<file path="config.mk">
export PLATFORM = sky130hd
export DESIGN_NAME = asrc_top
export DESIGN_NICKNAME = d
export VERILOG_FILES = /design/src/rtl/asrc_fifo.v /design/src/rtl/asrc_top.v
export VERILOG_INCLUDE_DIRS = /design/src /design/src/pkg
export SDC_FILE = /design/constraint.sdc
export NUM_CORES = 1
export LEC_CHECK = 0
export BUFFER_PORTS_ARGS = -buffer_cell sky130_fd_sc_hd__buf_4
export CAP_MARGIN = 5
export CELL_PAD_IN_SITES_DETAIL_PLACEMENT = 1
export CELL_PAD_IN_SITES_GLOBAL_PLACEMENT = 1
export CORE_ASPECT_RATIO = 1.5
export CORE_MARGIN = 10
export CORE_UTILIZATION = 40
export CTS_CLUSTER_SIZE = 14
export DETAILED_ROUTE_END_ITERATION = 10
export PLACE_DENSITY = 0.82
export SKIP_CTS_REPAIR_TIMING = 1
export SYNTH_ARGS = -nofsm -noshare
export SYNTH_HDL_FRONTEND = slang
export SYNTH_HIERARCHICAL = 1
export SYNTH_SLANG_ARGS = --single-unit
</file>
<file path="constraint.sdc">
create_clock -name mclk_in -period 7.2 [get_ports mclk_in]
set_clock_uncertainty 0.2 [all_clocks]
set_input_delay 0.36 -clock mclk_in [delete_from_list [all_inputs] [get_ports mclk_in]]
set_output_delay 0.36 -clock mclk_in [all_outputs]
set_load 0.02 [all_outputs]
</file>
<file path="src/pkg/asrc_defs.vh">
// Constants for the acquisition run controller
`ifndef ASRC_DEFS_VH
`define ASRC_DEFS_VH
`define ASRC_ADDR_W 16
`define ASRC_DATA_W 32
`define ASRC_SMP_W 12
`define ASRC_MEM_AW 28
`define ASRC_SMP_MAX 12'hFFF
`define ASRC_TRIG_OFF 2'h0
`define ASRC_TRIG_ALWAYS 2'h1
`define ASRC_TRIG_SINGLE 2'h2
`define ASRC_CFG_BITS 16
`define ASRC_SPI_DIV 4'h3
`define ASRC_FIFO_DEPTH 16
`define ASRC_FIFO_AW 4
`endif

</file>
<file path="src/rtl/asrc_fifo.v">
// Parameterised synchronous FIFO with valid/ready on both sides
module asrc_fifo #(
  parameter WIDTH = 12,
  parameter DEPTH = 16,
  parameter AW = 4
) (
  // Clock and reset
  input wire clk_in,
  input wire rst_in,
  // Fill side
  input wire in_valid_in,
  output wire in_ready_out,
  input wire [WIDTH-1:0] in_data_in,
  // Drain side
  output wire out_valid_out,
  input wire out_ready_in,
  output wire [WIDTH-1:0] out_data_out
);
  reg [WIDTH-1:0] mem [0:DEPTH-1];
  reg [AW-1:0] wr_ptr;
  reg [AW-1:0] rd_ptr;
  reg [AW:0] count;
  wire push = in_valid_in && (count != DEPTH[AW:0]);
  wire pop = out_ready_in && (count != {(AW+1){1'b0}});
  assign in_ready_out = (count != DEPTH[AW:0]);
  assign out_valid_out = (count != {(AW+1){1'b0}});
  assign out_data_out = mem[rd_ptr];
  always @(posedge clk_in) begin
    if (push) begin
      mem[wr_ptr] <= in_data_in;
    end
  end
  always @(posedge clk_in or posedge rst_in) begin
    if (rst_in) begin
      wr_ptr <= {AW{1'b0}};
      rd_ptr <= {AW{1'b0}};
      count <= {(AW+1){1'b0}};
    end else begin
      if (push) begin
        wr_ptr <= wr_ptr + 1'b1;
      end
      if (pop) begin
        rd_ptr <= rd_ptr + 1'b1;
      end
      if (push && !pop) begin
        count <= count + 1'b1;
      end else if (pop && !push) begin
        count <= count - 1'b1;
      end
    end
  end
endmodule

</file>
<file path="src/rtl/asrc_top.v">
// Acquisition run controller: triggers, sample clock, capture, memory write, config
// How it works
// - Command bus: 16-bit address, 32-bit data
// - Host bridge reads memory and issues bus cycles
// - Run stores end minus start 12-bit samples
// - Run starts on trigger pin or host command
// - Two triggers, one selected: off/always/single
// - Makes sample clock, captures, writes memory
// - Static power enable and mux select held
// - SPI words set reference and test pattern
// - One of eight inputs via three muxes
// - Samples are unsigned 0 to 4095
// - Accepts samples up to 125 MHz
// - Reports trigger fired; trace stays readable
`include "asrc_defs.vh"
module asrc_top (
  // Clock and reset
  input wire mclk_in,
  input wire rst_in,
  // Host command bus (from the USB bridge)
  input wire bus_wr_in,
  input wire bus_rd_in,
  input wire [`ASRC_ADDR_W-1:0] bus_addr_in,
  input wire [`ASRC_DATA_W-1:0] bus_wdata_in,
  output reg [`ASRC_DATA_W-1:0] bus_rdata_out,
  output reg bus_rvalid_out,
  // Run configuration
  input wire [`ASRC_MEM_AW-1:0] start_addr_in,
  input wire [`ASRC_MEM_AW-1:0] end_addr_in,
  input wire trig_sel_in,
  input wire [1:0] trig_mode_in,
  input wire arm_in,
  input wire start_now_in,
  // Static front-end controls
  input wire pwr_en_in,
  input wire [2:0] mux_chan_in,
  output reg pwr_en_out,
  output reg [8:0] mux_en_out,
  // Converter configuration over SPI
  input wire cfg_go_in,
  input wire [`ASRC_CFG_BITS-1:0] cfg_word_in,
  output reg cfg_busy_out,
  output reg spi_sclk_out,
  output reg spi_mosi_out,
  output reg spi_cs_n_out,
  // Converter data and triggers (pins)
  input wire [1:0] trig_pin_in,
  input wire [`ASRC_SMP_W-1:0] adc_data_in,
  output reg adc_clk_out,
  // Memory write port
  output reg mem_wr_out,
  output reg [`ASRC_MEM_AW-1:0] mem_addr_out,
  output reg [`ASRC_SMP_W-1:0] mem_data_out,
  input wire mem_ready_in,
  // Status
  output reg trig_fired_out,
  output reg run_busy_out,
  output reg run_done_out,
  output reg overflow_out
);
  // One-hot run states: waiting, capturing, emptying the buffer
  localparam ST_IDLE = 3'b001;
  localparam ST_RUN = 3'b010;
  localparam ST_DRAIN = 3'b100;

  reg [2:0] state;
  reg [1:0] trig_s1;
  reg [1:0] trig_s2;
  reg trig_prev;
  reg [`ASRC_SMP_W-1:0] adc_s1;
  reg [`ASRC_SMP_W-1:0] adc_s2;
  reg armed;
  reg [`ASRC_MEM_AW-1:0] cap_left;
  reg [`ASRC_MEM_AW-1:0] wr_addr;
  reg [`ASRC_MEM_AW-1:0] run_end;
  reg [`ASRC_DATA_W-1:0] scratch;
  reg [3:0] spi_div;
  reg [4:0] spi_cnt;
  reg [`ASRC_CFG_BITS-1:0] spi_sh;

  // Trigger path: two flops, then a rising-edge detect on the selected pin.
  // A pulse shorter than one clock may be missed; the source must hold it longer.
  wire trig_lvl = trig_sel_in ? trig_s2[1] : trig_s2[0];
  wire trig_edge = trig_lvl && !trig_prev;
  wire trig_ok = (trig_mode_in == `ASRC_TRIG_ALWAYS) ||
                 ((trig_mode_in == `ASRC_TRIG_SINGLE) && armed);
  wire start_run = (state == ST_IDLE) &&
                   ((trig_edge && trig_ok) || start_now_in);
  // One sample per sample-clock period; capture stops once the run count is spent
  wire smp_take = (state == ST_RUN) && adc_clk_out && (cap_left != {`ASRC_MEM_AW{1'b0}});
  wire fifo_in_ready;
  wire fifo_valid;
  wire [`ASRC_SMP_W-1:0] fifo_data;
  // A word leaves the buffer only when the write port is free or being accepted
  wire fifo_pop = fifo_valid && (!mem_wr_out || mem_ready_in);
  // Status word: write pointer over busy, done, fired and overflow flags.
  // The pointer fills the top 28 bits, so no spare bits remain above it.
  wire [`ASRC_DATA_W-1:0] status_word = {wr_addr, run_busy_out, run_done_out,
    trig_fired_out, overflow_out};

  // Samples buffered so memory stalls do not drop data immediately
  asrc_fifo #(
    .WIDTH(`ASRC_SMP_W),
    .DEPTH(`ASRC_FIFO_DEPTH),
    .AW(`ASRC_FIFO_AW)
  ) u_fifo (
    .clk_in(mclk_in),
    .rst_in(rst_in),
    .in_valid_in(smp_take),
    .in_ready_out(fifo_in_ready),
    .in_data_in(adc_s2),
    .out_valid_out(fifo_valid),
    .out_ready_in(fifo_pop),
    .out_data_out(fifo_data)
  );

  // Pin synchronisers
  // The converter changes its code once per sample-clock period, two system
  // cycles, so the take reads a word that has stood steady for a cycle.
  always @(posedge mclk_in or posedge rst_in) begin
    if (rst_in) begin
      trig_s1 <= 2'h0;
      trig_s2 <= 2'h0;
      adc_s1 <= 12'h000;
      adc_s2 <= 12'h000;
      trig_prev <= 1'b0;
    end else begin
      trig_s1 <= trig_pin_in;
      trig_s2 <= trig_s1;
      adc_s1 <= adc_data_in;
      adc_s2 <= adc_s1;
      trig_prev <= trig_lvl;
    end
  end

  // Run sequencing
  always @(posedge mclk_in or posedge rst_in) begin
    if (rst_in) begin
      state <= ST_IDLE;
      armed <= 1'b0;
      cap_left <= {`ASRC_MEM_AW{1'b0}};
      run_end <= {`ASRC_MEM_AW{1'b0}};
      adc_clk_out <= 1'b0;
      trig_fired_out <= 1'b0;
      run_busy_out <= 1'b0;
      run_done_out <= 1'b0;
      overflow_out <= 1'b0;
    end else begin
      if (arm_in) begin
        armed <= 1'b1;
        trig_fired_out <= 1'b0;
      end
      // Sample clock at half the system rate; one capture per period
      adc_clk_out <= (state == ST_RUN) ? !adc_clk_out : 1'b0;
      if (smp_take && !fifo_in_ready) begin
        overflow_out <= 1'b1;
      end
      // A sample that meets a full buffer is lost and flagged; the run still
      // ends on its count, but a stalled memory keeps the sequencer waiting in ST_DRAIN.
      case (state)
        ST_IDLE: begin
          if (start_run) begin
            state <= ST_RUN;
            // Length fixed at start; later address changes do not touch this run
            cap_left <= end_addr_in - start_addr_in;
            run_end <= end_addr_in;
            run_busy_out <= 1'b1;
            run_done_out <= 1'b0;
            overflow_out <= 1'b0;
            if (!start_now_in) begin
              trig_fired_out <= 1'b1;
              if (trig_mode_in == `ASRC_TRIG_SINGLE) begin
                armed <= arm_in;
              end
            end
          end
        end
        ST_RUN: begin
          // Leaves on the last take, or at once for a zero-length run
          if (smp_take) begin
            cap_left <= cap_left - 1'b1;
          end
          if (cap_left == {`ASRC_MEM_AW{1'b0}} ||
              (smp_take && cap_left == {{(`ASRC_MEM_AW-1){1'b0}}, 1'b1})) begin
            state <= ST_DRAIN;
          end
        end
        ST_DRAIN: begin
          // Done only after the last buffered word has been accepted by memory
          if (!fifo_valid && (!mem_wr_out || mem_ready_in)) begin
            state <= ST_IDLE;
            run_busy_out <= 1'b0;
            run_done_out <= 1'b1;
          end
        end
        default: begin
          state <= ST_IDLE;
        end
      endcase
    end
  end

  // Memory writer
  // The write request stands until the memory accepts it; the next word may
  // replace it on the accepting edge, so a ready memory takes one word a cycle.
  always @(posedge mclk_in or posedge rst_in) begin
    if (rst_in) begin
      mem_wr_out <= 1'b0;
      mem_addr_out <= {`ASRC_MEM_AW{1'b0}};
      mem_data_out <= 12'h000;
      wr_addr <= {`ASRC_MEM_AW{1'b0}};
    end else begin
      if (start_run) begin
        wr_addr <= start_addr_in;
      end else if (fifo_pop && wr_addr != run_end) begin
        mem_wr_out <= 1'b1;
        mem_addr_out <= wr_addr;
        mem_data_out <= fifo_data;
        wr_addr <= wr_addr + 1'b1;
      end else if (mem_ready_in) begin
        mem_wr_out <= 1'b0;
      end
    end
  end

  // Static controls and host command bus
  always @(posedge mclk_in or posedge rst_in) begin
    if (rst_in) begin
      pwr_en_out <= 1'b0;
      mux_en_out <= 9'h000;
      scratch <= 32'h00000000;
      bus_rdata_out <= 32'h00000000;
      bus_rvalid_out <= 1'b0;
    end else begin
      // Levels are registered once so the pins come straight from flops
      pwr_en_out <= pwr_en_in;
      // Channel 0..7 maps to mux (c/3) input (c%3); only one enable high
      mux_en_out <= 9'h001 << mux_chan_in;
      if (bus_wr_in) begin
        scratch <= bus_wdata_in;
      end
      bus_rvalid_out <= bus_rd_in;
      if (bus_rd_in) begin
        // Address zero is a scratch word; any other address reads the run status
        bus_rdata_out <= (bus_addr_in == 16'h0000) ? scratch : status_word;
      end
    end
  end

  // SPI configuration shifter, mode 0, MSB first
  // Each half clock period lasts the divider count plus one system cycles;
  // select stays low for the whole 16-bit frame and a request during it is ignored.
  always @(posedge mclk_in or posedge rst_in) begin
    if (rst_in) begin
      spi_div <= 4'h0;
      spi_cnt <= 5'h00;
      spi_sh <= 16'h0000;
      cfg_busy_out <= 1'b0;
      spi_sclk_out <= 1'b0;
      spi_mosi_out <= 1'b0;
      spi_cs_n_out <= 1'b1;
    end else if (!cfg_busy_out) begin
      if (cfg_go_in) begin
        cfg_busy_out <= 1'b1;
        spi_cs_n_out <= 1'b0;
        spi_mosi_out <= cfg_word_in[`ASRC_CFG_BITS-1];
        spi_sh <= {cfg_word_in[`ASRC_CFG_BITS-2:0], 1'b0};
        spi_cnt <= 5'h10;
        spi_div <= 4'h0;
      end
    end else if (spi_div != `ASRC_SPI_DIV) begin
      spi_div <= spi_div + 1'b1;
    end else begin
      spi_div <= 4'h0;
      if (!spi_sclk_out) begin
        spi_sclk_out <= 1'b1;
        spi_cnt <= spi_cnt - 1'b1;
      end else begin
        spi_sclk_out <= 1'b0;
        if (spi_cnt == 5'h00) begin
          cfg_busy_out <= 1'b0;
          spi_cs_n_out <= 1'b1;
        end else begin
          spi_mosi_out <= spi_sh[`ASRC_CFG_BITS-1];
          spi_sh <= {spi_sh[`ASRC_CFG_BITS-2:0], 1'b0};
        end
      end
    end
  end
endmodule

</file>
==> results of run 1 <==
-- sequential cells by signal, indices dropped and copies added (netlist names), 5 cells and up --
name,flops
u_fifo/mem,192
bus_rdata_out,32
scratch,32
cap_left,28
mem_addr_out,28
run_end,28
wr_addr,28
spi_sh,15
adc_s1,12
adc_s2,12
mem_data_out,12
mux_en_out,8
spi_cnt,5
u_fifo/count,5
-- routing by layer --
layer | routed length (microns) | up-vias | global-route usage, %
met5 | 0 | - | 0
met4 | 2380 | 0 | 6.69
met3 | 2840 | 121 | 3.16
met2 | 38200 | 452 | 37.9
met1 | 25500 | 7984 | 21.8
li1 | - | 6962 | -
-- critical path, delay by kind of cell (launching register included) --
family                   cells  cell delay [ns]
buffers and inverters        2             0.35
adder cells (fa/ha/maj)      2             0.57
multiplexers                 1             0.24
XOR/XNOR                     1             0.14
flip-flops                   1             0.42
AND/OR/NAND/NOR              2             1.04
AO/OA/AOI/OAI                4             1.07
-- synthesized netlist by cell type (12+ instances only) --
cell type / n
edfxtp_1: 192
o21ai_0: 106
a21o_1: 19
nor2_1: 109
xnor2_1: 31
and3_1: 12
nand2_1: 207
nor3_1: 30
a221oi_1: 25
nand3_1: 18
xor2_1: 52
mux2_1: 39
mux4_2: 24
mux2_2: 37
clkbuf_1: 48
nor4_1: 21
buf_2: 17
ha_1: 43
mux2i_1: 102
a22oi_1: 14
inv_1: 52
dfrtp_1: 276
a21oi_1: 76
-- logic make-up after synthesis --
group / count (synthesis) / share of synthesized area (%)
simple gates: 471 / 10.4
flops: 470 / 59.8
compound gates: 313 / 9.20
mux: 202 / 11.4
buf+inv: 144 / 3.15
xor+xnor: 83 / 3.41
fa+ha+maj: 45 / 2.71
other cells: 1 / 0.0176
-- through the flow --
| step | utilization, % | total power, mW |
|---|---|---|
| 2_1_floorplan | - | 5.94 |
| 3_3_place_gp | 45.0 | 7.00 |
| 3_5_place_dp | 45.0 | 7.18 |
| 4_1_cts | 47.9 | 9.72 |
| 5_1_grt | 50.5 | 10.3 |
| 6_report | 50.5 | 9.77 |
-- cells in the final DEF, fill, tap and decap left out, types with 6 or more instances in the layout --
master | synthesis | final
dfrtp_1 | 276 | 275
buf_4 | 3 | 263
nand2_1 | 207 | 207
edfxtp_1 | 192 | 192
dlygate4sd3_1 | 0 | 131
nor2_1 | 109 | 109
o21ai_0 | 106 | 106
mux2i_1 | 102 | 102
a21oi_1 | 76 | 76
xor2_1 | 52 | 52
inv_1 | 52 | 51
clkbuf_16 | 0 | 46
ha_1 | 43 | 43
mux2_1 | 39 | 39
mux2_2 | 37 | 37
xnor2_1 | 31 | 31
nor3_1 | 30 | 26
a221oi_1 | 25 | 25
mux4_2 | 24 | 24
nor4_1 | 21 | 21
a21o_1 | 19 | 19
nand3_1 | 18 | 18
a22oi_1 | 14 | 14
and3_1 | 12 | 12
clkbuf_8 | 0 | 12
nand4_1 | 11 | 11
nand2b_1 | 11 | 11
nor2b_1 | 11 | 10
o21ai_1 | 8 | 8
or3_1 | 7 | 7
a31oi_1 | 8 | 7
clkbuf_1 | 48 | 7
nor3_2 | 2 | 6
o31ai_1 | 6 | 6
-- power by group through the flow --
stage	Combinational (mW)	Sequential (mW)	Clock, mW
2_1_floorplan	1.98	3.96	0
3_3_place_gp	2.95	4.06	0
3_5_place_dp	3.08	4.10	0
4_1_cts	3.10	4.06	2.56
5_1_grt	3.45	4.15	2.66
6_report	3.17	4.08	2.51
-- area by class of cell --
cell class / instances / share of cell area [%]
timing repair buffer: 396 / 12.5
clock inverter: 18 / 0.814
clock buffer: 65 / 5.05
tap: 682 / 3.21
sequential: 470 / 47.8
inverter: 53 / 0.762
antenna: 2 / 0.0188
multi-input combinational: 1115 / 29.8
-- worst min-delay path by stage --
stage / startpoint / to / slack (ns)
2_1_floorplan: rst_in / u_fifo/count[0] / 0.04
3_3_place_gp: trig_s1[1] / trig_s2[1] / 0.13
3_5_place_dp: adc_s1[11] / adc_s2[11] / 0.14
4_1_cts: rst_in / pwr_en_out / -0.36
5_1_grt: trig_mode_in[1] / armed / 0.04
6_report: trig_mode_in[1] / armed / 0.03
==> results.py, run 1 <==
metrics = {
    "routing": {
        "vias": 15500,
        "wl_per_cell_microns": 24.6,
        "drtIter0Drc": 658,
        "drc": 0,
        "wirelength_microns": 68900,
        "drt-pass1-iter-count": 5,
        "ant_nets": 0,
        "vias_per_cell": 5.54,
    },
    "placement": {
        "dp_cells": 2584,
        "dpl.hpwl_microns": 47000,
        "io_buffers": 240,
        "place_area_sq_mm": 0.0237,
        "gp_congestion": 0.903,
        "dp_slack_ns": 3.12,
    },
    "clock_tree": {
        "clk_pin_slew_ns": 0.06,
        "htree_levels": 2,
        "cts_sinks": 470,
        "cts_root_buf": "clkbuf_16",
        "clock_latency_ns": 0.57,
        "cts_tree": "yes",
        "numCtsBuffers": 46,
        "clock_path_buffers": 3,
    },
    "layout": {
        "multi_input_area_sq_mm": 0.00793,
        "drive_gt1_share_pct": 20.4,
        "layout.nets": 2276,
        "fillerInstances": 5364,
        "syn2layout_area_growth_pct": 24.9,
        "regArea_sq_mm": 0.0127,
        "fin_area_sq_mm": 0.0266,
        "fin_cells": 2801,
    },
    "power": {
        "peakVddDrop_uv": 200,
        "powerDensity_mw_per_mm2": 367,
        "power.switching_mw": 3.64,
        "total_leakage_power_nw": 11.3,
        "clkPwrFrac_pct": 25.7,
        "p_seq_share_pct": 41.8,
        "power_frac_comb_pct": 32.5,
        "swShare_pct": 37.3,
        "p_int_mw": 6.13,
    },
    "grt": {
        "grt_pass1_wl_microns": 98200,
        "antenna_found_initial": 2,
        "grtUsageTotal_pct": 19.9,
        "grt_overflow_total": 0,
        "grt_max_degree": 121,
        "grt_pass1_vias": 16300,
    },
    "setup_path": {
        "critPathMaxStageDelay_ns": 0.73,
        "cpMostUsedCell": "ha_1",
        "r2r_start": "cap_left[8]",
        "crit_chain": "nor4_1 > nand4_1 > o31ai_4 > inv_2 > a21boi_2 > ha_1 > inv_1 > ha_1 > a21o_1 > a21oi_1 > mux2i_1 > xnor2_1",
        "crit_type": "flip-flop to flip-flop",
        "cp-start-kind": "flip-flop",
        "cp.arrival_ns": 4.40,
        "crit_required_ns": 7.47,
        "reg2regPathDepth": 12,
        "end_kind": "flip-flop",
        "crit_fanout": 9,
        "reg2reg_to": "u_fifo/count[4]",
        "crit_end": "u_fifo/count[4]",
        "r2r_slack_ns": 3.07,
        "crit_path_start": "cap_left[8]",
        "slowest_stage": "nor4_1",
    },
    "sta": {
        "setup_tns_ns": 0,
        "min_period_ns": 4.13,
        "rsz0062_at_grt": "no",
        "maxSlewViolCount": 0,
        "finalSetupViolations": 0,
        "clock.fmax_ghz": 0.242,
        "holdWs_ns": 0.0325,
        "slew_headroom_pct": 17.0,
        "fin_crit_sh_pct": 57.3,
        "hold_violations": 0,
        "setup_ws_ns": 3.07,
        "tightest_slew_ns": 1.24,
    },
    "yosys": {
        "synth_warnings": 6,
        "mappedNetlistArea_sq_mm": 0.0213,
        "syn_avg_cell_area_sq_um": 12.3,
        "syn_inst": 1729,
        "yosys-top-cells-area": "dfrtp_1 32%, edfxtp_1 27%, mux2i_1 4.8%",
        "synth-edff-count": 192,
        "yosysSeqAreaShare_pct": 59.8,
        "async_flop_share_pct": 59.1,
        "synth_top_area_share_pct": 32.4,
        "synth-main-ff-cell": "dfrtp_1",
        "syn-num-nets": 1923,
        "ys_ff_latch": 470,
        "synth_cell_types": 78,
        "synth_area_leader_cell": "dfrtp_1",
    },
    "die": {
        "die-area_sq_mm": 0.0630,
        "core_area_sq_mm": 0.0527,
        "io_pins": 242,
        "initial_core_util_pct": 40.4,
        "die_y_microns": 303,
        "core.rowCount": 103,
        "die_w_microns": 208,
    },
    "min_path": {
        "hold_path_depth": 3,
        "hp-class": "input pin to flip-flop",
    },
    "outcome": {
        "status": "finished clean",
    },
    "job": {
        "maxCapViolCount": 0,
    },
}
Note: power is estimated with default switching activity, not from simulation.
==> inputs of run 2 (changes only) <==
--- a/config.mk
+++ b/config.mk
@@ -6,6 +6,7 @@
 export SDC_FILE = /design/constraint.sdc
 export NUM_CORES = 1
 export LEC_CHECK = 0
+export ABC_AREA = 1
 export BUFFER_PORTS_ARGS = -buffer_cell sky130_fd_sc_hd__buf_4
 export CAP_MARGIN = 5
 export CELL_PAD_IN_SITES_DETAIL_PLACEMENT = 1
@@ -15,7 +16,7 @@
 export CORE_UTILIZATION = 40
 export CTS_CLUSTER_SIZE = 14
 export DETAILED_ROUTE_END_ITERATION = 10
-export PLACE_DENSITY = 0.82
+export PLACE_DENSITY = 0.83
 export SKIP_CTS_REPAIR_TIMING = 1
 export SYNTH_ARGS = -nofsm -noshare
 export SYNTH_HDL_FRONTEND = slang
==> constraint.sdc (replaced) <==
create_clock -name mclk_in -period 4.3 [get_ports mclk_in]
set_clock_uncertainty 0.2 [all_clocks]
set_input_delay 0.215 -clock mclk_in [delete_from_list [all_inputs] [get_ports mclk_in]]
set_output_delay 0.215 -clock mclk_in [all_outputs]
set_load 0.02 [all_outputs]
==> run 2 against run 1 <==
Effect of this change:
- the flow now finishes with violations (negative hold slack)
- synthesized cell count grew 62%
- power increased by 51%
- die area is 9.9% higher
- maximum frequency rose by 27%
- sequential share of layout area fell by 4.0 points
- hold slack got worse by 0.042 ns
- utilization decreased by 1.0 points
- register-to-register slack got worse by 2.0 ns
- critical path type unchanged
==> results.py, run 2 <==
metrics = {
    "outcome": {
        "status": "finished with violations",
        "violations": "negative hold slack",
    },
    "yosys": {
        "syn-num-nets": 2993,
        "synth-edff-count": 192,
        "yosys-top-cells-count": "947 x nand2_1, 319 x inv_1, 276 x dfrtp_1",
        "syn_avg_cell_area_sq_um": 8.43,
        "synth_simple_gate_area_share_pct": 26.2,
        "yosys-top-cells-area": "dfrtp_1 29%, edfxtp_1 24%, nand2_1 15%",
        "synth_compound_area_share_pct": 5.81,
        "yosysMostFrequentCell": "nand2_1",
        "synth_area_leader_cell": "dfrtp_1",
        "syn_inst": 2799,
        "synth.area.mux_share_pct": 1.53,
        "mappedNetlistArea_sq_mm": 0.0236,
        "async_flop_share_pct": 59.1,
        "synth_top_family_by_area": "simple AND/OR/NAND/NOR gates",
        "synthAdderAreaFrac_pct": 2.45,
        "synth_warnings": 6,
        "synth_xor_area_share_pct": 2.49,
        "synth_top_area_share_pct": 29.3,
        "synth-main-ff-cell": "dfrtp_1",
        "ys_ff_latch": 470,
        "yosysSeqAreaShare_pct": 53.9,
        "synth_cell_types": 49,
    },
    "die": {
        "die_w_microns": 218,
        "die_y_microns": 317,
        "initial_core_util_pct": 40.2,
        "core.rowCount": 109,
        "die-area_sq_mm": 0.0693,
        "core_area_sq_mm": 0.0586,
        "io_pins": 242,
    },
    "setup_path": {
        "cp.arrival_ns": 3.53,
        "crit_type": "flip-flop to flip-flop",
        "crit_chain": "inv_1 > nor2_1 > nand3_1 > nand2_1 > o211ai_1 > o21ai_0",
        "worst-path-buf-inv": 1,
        "crit_fanout": 30,
        "slowest_stage": "dfrtp_1",
        "critPathMaxStageDelay_ns": 0.80,
        "crit_required_ns": 4.58,
        "cp-start-kind": "flip-flop",
        "end_kind": "flip-flop",
        "cp_top_family": "simple AND/OR/NAND/NOR gates",
    },
    "sta": {
        "maxSlewViolCount": 0,
        "tightest_slew_ns": 1.19,
        "min_period_ns": 3.24,
        "setup_tns_ns": 0,
        "finalSetupViolations": 0,
        "slew_headroom_pct": 20.2,
        "setup_ws_ns": 1.06,
        "fin_crit_sh_pct": 75.4,
        "hold_violations": 1,
        "rsz0062_at_grt": "no",
        "clock.fmax_ghz": 0.308,
        "holdWs_ns": -0.00944,
    },
    "clock_tree": {
        "clock_latency_ns": 0.62,
        "cts_tree": "yes",
        "numCtsBuffers": 48,
        "cts_sinks": 470,
        "clk_pin_slew_ns": 0.07,
        "htree_levels": 2,
        "cts_root_buf": "clkbuf_16",
        "clock_path_buffers": 3,
    },
    "routing": {
        "vias": 20700,
        "ant_nets": 0,
        "wl_per_cell_microns": 21.5,
        "drc": 0,
        "wirelength_microns": 84900,
        "vias_per_cell": 5.23,
        "drtIter0Drc": 1419,
        "drt-pass1-iter-count": 5,
    },
    "grt": {
        "grt_pass1_wl_microns": 123000,
        "grt_pass1_vias": 21700,
        "antenna_found_initial": 7,
        "grt_max_degree": 103,
        "grt_overflow_total": 0,
        "grtUsageTotal_pct": 22.7,
    },
    "min_path": {
        "hp-class": "input pin to flip-flop",
    },
    "layout": {
        "top_register": "u_fifo/mem",
        "fin_area_sq_mm": 0.0290,
        "largest_reg_flops": 192,
        "layout_common_cells": "947 x nand2_1, 317 x inv_1, 275 x dfrtp_1, 272 x nor2_1, 258 x buf_4",
        "fin_cells": 3957,
        "final_common_cell": "nand2_1",
        "reg.largest.list": "u_fifo/mem (192), bus_rdata_out (32), scratch (32)",
        "drive_gt1_share_pct": 13.8,
        "layout.nets": 3327,
        "syn2layout_area_growth_pct": 22.9,
    },
    "placement": {
        "dpl.hpwl_microns": 59400,
        "dp_slack_ns": 1.04,
        "io_buffers": 240,
        "place_area_sq_mm": 0.0260,
        "gp_congestion": 0.966,
        "dp_cells": 3729,
    },
    "power": {
        "total_leakage_power_nw": 13.5,
        "powerDensity_mw_per_mm2": 509,
        "peakVddDrop_uv": 480,
    },
    "job": {
        "maxCapViolCount": 0,
    },
}
-- run 2: changes by cell type after synthesis, sizes merged, moves of 18 or more --
cell	change
nand2	+753
inv	+276
nor2	+167
nand3	+159
mux2i	-102
mux2	-44
a21oi	-39
a31oi	+32
buf	+27
a221oi	-25
mux4	-24
xor2	-23
o21ai	+21
or2	+18
-- run 2: cells by family (layout without fill, tap and decap cells) --
kind of cell / Yosys count / in the layout
adders and majority gates: 45 / 45
other: 1 / 8
DFF: 470 / 470
AOI/OAI and AO/OA: 241 / 241
and+or+nand+nor: 1506 / 1506
muxes: 32 / 32
xor gates and xnor gates: 67 / 67
buffers and inverters: 437 / 811
-- run 2: routing by layer --
layer | GRT usage [%] | vias to the layer above | part of all wire [%]
met2 | 42.0 | 573 | 54
met5 | 0 | - | 0
met4 | 12.0 | 0 | 5.3
met3 | 3.14 | 196 | 4.1
li1 | - | 9569 | -
met1 | 24.3 | 10400 | 36
-- run 2: power breakdown --
| part | internal (mW) | switching (mW) | leakage [nW] | total (mW) |
|---|---|---|---|---|
| logic | 1.49 | 3.07 | 7.56 | 4.56 |
| registers | 5.24 | 0.489 | 5.16 | 5.73 |
| clock network | 2.55 | 1.91 | 0.810 | 4.46 |
| total | 9.27 | 5.47 | 13.5 | 14.7 |
-- run 2: path summary, 6_finish.rpt --
| path | from | endpoint | slack (ns) | cells after the start |
|---|---|---|---|---|
| worst min register to register | adc_s1[2] | adc_s2[2] | 0.14 | 0 |
| worst max-delay path | cfg_busy_out | spi_sh[14] | 1.06 | 6 |
| worst min-delay path | start_addr_in[4] | wr_addr[4] | -0.009 | 5 |
| min in group asynchronous | rst_in | u_fifo/count[2] | 0.07 | 3 |
| max in group asynchronous | rst_in | scratch[20] | 2.60 | 4 |
| worst max register to register | cfg_busy_out | spi_sh[14] | 1.06 | 6 |
-- run 2: final cells by class --
class                      instances  area (sq um)
antenna                            7          17.5
clock buffer                      65          1370
clock inverter                    25           299
fill                            6907         29600
inverter                         329          1240
multi-input combinational       1892          9070
sequential                       470         12700
tap                              777           972
timing repair buffer             392          3310
-- run 2: metrics by stage --
stage               power (mW)  util [%]
floorplan                 8.56         -
global placement          9.91      44.3
detailed placement        10.2      44.3
CTS                       14.6      47.2
global route              15.5      49.4
finish                    14.7      49.4
-- run 2: worst min-delay path: cells and delay by family --
kind,cells,cell delay (ns)
compound gates,2,0.31
buf+inv,2,0.16
simple gates,1,0.07
==> inputs of run 3 (changes only) <==
--- a/config.mk
+++ b/config.mk
@@ -6,7 +6,7 @@
 export SDC_FILE = /design/constraint.sdc
 export NUM_CORES = 1
 export LEC_CHECK = 0
-export ABC_AREA = 1
+export ABC_AREA = 0
 export BUFFER_PORTS_ARGS = -buffer_cell sky130_fd_sc_hd__buf_4
 export CAP_MARGIN = 5
 export CELL_PAD_IN_SITES_DETAIL_PLACEMENT = 1
@@ -16,7 +16,7 @@
 export CORE_UTILIZATION = 40
 export CTS_CLUSTER_SIZE = 14
 export DETAILED_ROUTE_END_ITERATION = 10
-export PLACE_DENSITY = 0.83
+export PLACE_DENSITY = 0.79
 export SKIP_CTS_REPAIR_TIMING = 1
 export SYNTH_ARGS = -nofsm -noshare
 export SYNTH_HDL_FRONTEND = slang
==> constraint.sdc (replaced) <==
create_clock -name mclk_in -period 3.2 [get_ports mclk_in]
set_clock_uncertainty 0.2 [all_clocks]
set_input_delay 0.16 -clock mclk_in [delete_from_list [all_inputs] [get_ports mclk_in]]
set_output_delay 0.16 -clock mclk_in [all_outputs]
set_load 0.02 [all_outputs]
==> run 3 against run 2 <==
Effect of this change:
- the run still ends with negative hold slack left
- highest routed layer unchanged
- largest power group unchanged
- die area decreased by 9.0%
- sequential share of layout area increased by 2.9 points
- combinational power increased by 76%
- setup slack got worse by 0.94 ns
- routed wire length decreased by 17%
- first-iteration DRC count decreased by 34%
- final cell count decreased by 27%
- flip-flop and latch count unchanged
- critical path depth increased by 7
- cell area decreased by 6.2%
==> results.py, run 3 (synthesis results as in run 1) <==
metrics = {
    "die": {
        "die_w_microns": 208,
        "die-area_sq_mm": 0.0630,
        "initial_core_util_pct": 40.4,
        "core.rowCount": 103,
        "core_area_sq_mm": 0.0527,
        "die_y_microns": 303,
        "io_pins": 242,
    },
    "grt": {
        "antenna_found_initial": 6,
        "grt_overflow_total": 0,
        "grt_pass1_wl_microns": 99900,
        "grtUsageTotal_pct": 20.4,
        "grt_pass1_vias": 16300,
        "grt_max_degree": 84,
    },
    "routing": {
        "vias": 15600,
        "drtIter0Drc": 942,
        "wirelength_microns": 70500,
        "ant_nets": 0,
        "wl_per_cell_microns": 24.5,
        "vias_per_cell": 5.44,
        "drt-pass1-iter-count": 4,
        "drc": 0,
    },
    "layout": {
        "largest_reg_flops": 192,
        "fillerInstances": 5399,
        "syn2layout_area_growth_pct": 27.7,
        "drive_gt1_share_pct": 22.0,
        "reg.largest.list": "u_fifo/mem (192), bus_rdata_out (32), scratch (32)",
        "fin_area_sq_mm": 0.0272,
        "layout_common_cells": "313 x buf_4, 275 x dfrtp_1, 207 x nand2_1, 192 x edfxtp_1, 137 x dlygate4sd3_1",
        "top_register": "u_fifo/mem",
        "final_common_cell": "buf_4",
        "layout.nets": 2339,
        "fin_cells": 2872,
        "final_util_pct": 51.6,
    },
    "sta": {
        "setup_tns_ns": 0,
        "slew_headroom_pct": 43.7,
        "finalSetupViolations": 0,
        "clock.fmax_ghz": 0.325,
        "fin_crit_sh_pct": 96.3,
        "rsz0062_at_grt": "yes",
        "tightest_slew_ns": 0.841,
        "hold_violations": 1,
        "holdWs_ns": -0.00364,
        "maxSlewViolCount": 0,
        "min_period_ns": 3.08,
    },
    "power": {
        "power_frac_comb_pct": 35.9,
        "clkPwrFrac_pct": 24.7,
        "powerDensity_mw_per_mm2": 822,
        "swShare_pct": 37.2,
        "total_leakage_power_nw": 11.6,
        "p_total_mw": 22.4,
        "peakVddDrop_uv": 432,
        "power.switching_mw": 8.31,
        "p_int_mw": 14.0,
        "p_seq_share_pct": 39.3,
    },
    "clock_tree": {
        "clk_pin_slew_ns": 0.07,
        "clock_latency_ns": 0.59,
        "clock_path_buffers": 3,
        "htree_levels": 2,
        "numCtsBuffers": 47,
        "cts_sinks": 470,
        "cts_tree": "yes",
        "cts_root_buf": "clkbuf_16",
    },
    "placement": {
        "dpl.hpwl_microns": 47500,
        "dp_cells": 2637,
        "io_buffers": 240,
        "place_area_sq_mm": 0.0242,
        "gp_congestion": 0.863,
    },
    "min_path": {
        "hp-class": "input pin to flip-flop",
    },
    "setup_path": {
        "cp.arrival_ns": 3.38,
        "crit_type": "flip-flop to flip-flop",
        "crit_required_ns": 3.50,
        "end_kind": "flip-flop",
        "crit_fanout": 5,
        "cp-start-kind": "flip-flop",
    },
    "job": {
        "maxCapViolCount": 0,
    },
    "outcome": {
        "violations": "negative hold slack",
        "status": "finished with violations",
    },
}
[run 3: cell count changes in the layout (fill, tap and decap cells not counted), moves of 33 or more]
cell / delta
nand2_1: -740
nor2_1: -163
buf_4: +55
nand3_1: -159
mux2i_1: +102
mux2_1: +39
inv_1: -267
a31oi_1: -33
a21oi_1: +37
[run 3: worst max-delay path, stage by stage (launching register included)]
cell and delay [ns]:
dfrtp_1 0.40, or3_4 0.41, nor3_4 0.14, nand4_1 0.21, o31ai_4 0.26, inv_2 0.06, a21boi_4 0.15, ha_4 0.19
inv_6 0.07, ha_4 0.20, a21o_1 0.16, a21oi_2 0.14, mux2i_1 0.24, xnor2_1 0.14
[run 3: per-layer routing]
layer  GRT usage, %  routed length [microns]  vias up
li1               -                        -     7090
met1           22.7                    26400     7899
met2           37.1                    37300      492
met3           3.33                     3300      151
met4           9.55                     3450        0
met5              0                        0        -
[run 3: final timing paths]
check                                  end  cells past startpoint          from  slack, ns
min reg2reg                     trig_s2[0]                      0    trig_s1[0]       0.15
max in group asynchronous     spi_cs_n_out                      4        rst_in       1.77
min in group asynchronous  u_fifo/count[0]                      3        rst_in       0.03
max reg2reg                u_fifo/count[4]                     13  cap_left[23]       0.12
max                        u_fifo/count[4]                     13  cap_left[23]       0.12
min                            scratch[14]                      2     bus_wr_in     -0.004
[run 3: area by class of cell]
type	instances	area (sq um)	share of cell area [%]
antenna	7	17.5	0.0644
clock buffer	74	1340	4.92
clock inverter	13	183	0.672
inverter	53	208	0.764
multi-input combinational	1115	7980	29.4
sequential	470	12700	46.8
tap	682	853	3.14
timing repair buffer	458	3880	14.3
[run 3: metrics by stage]
stage | setup WS [ns] | hold slack (ns)
after global routing | -0.0440 | 0.00135
after detailed placement | 0.0342 | 0.0705
after global placement | 0.0703 | 0.0695
final | 0.120 | -0.00364
after CTS | -0.0311 | -0.556
after floorplan | -0.656 | -0.163
[run 3: power groups by stage]
stage / clock (mW) / combinational [mW] / sequential [mW]
after global placement: 0 / 7.48 / 8.76
after floorplan: 0 / 4.49 / 8.93
after detailed placement: 0 / 7.76 / 8.84
final: 5.53 / 8.03 / 8.79
after CTS: 5.64 / 7.82 / 8.73
after global routing: 5.90 / 8.67 / 8.94
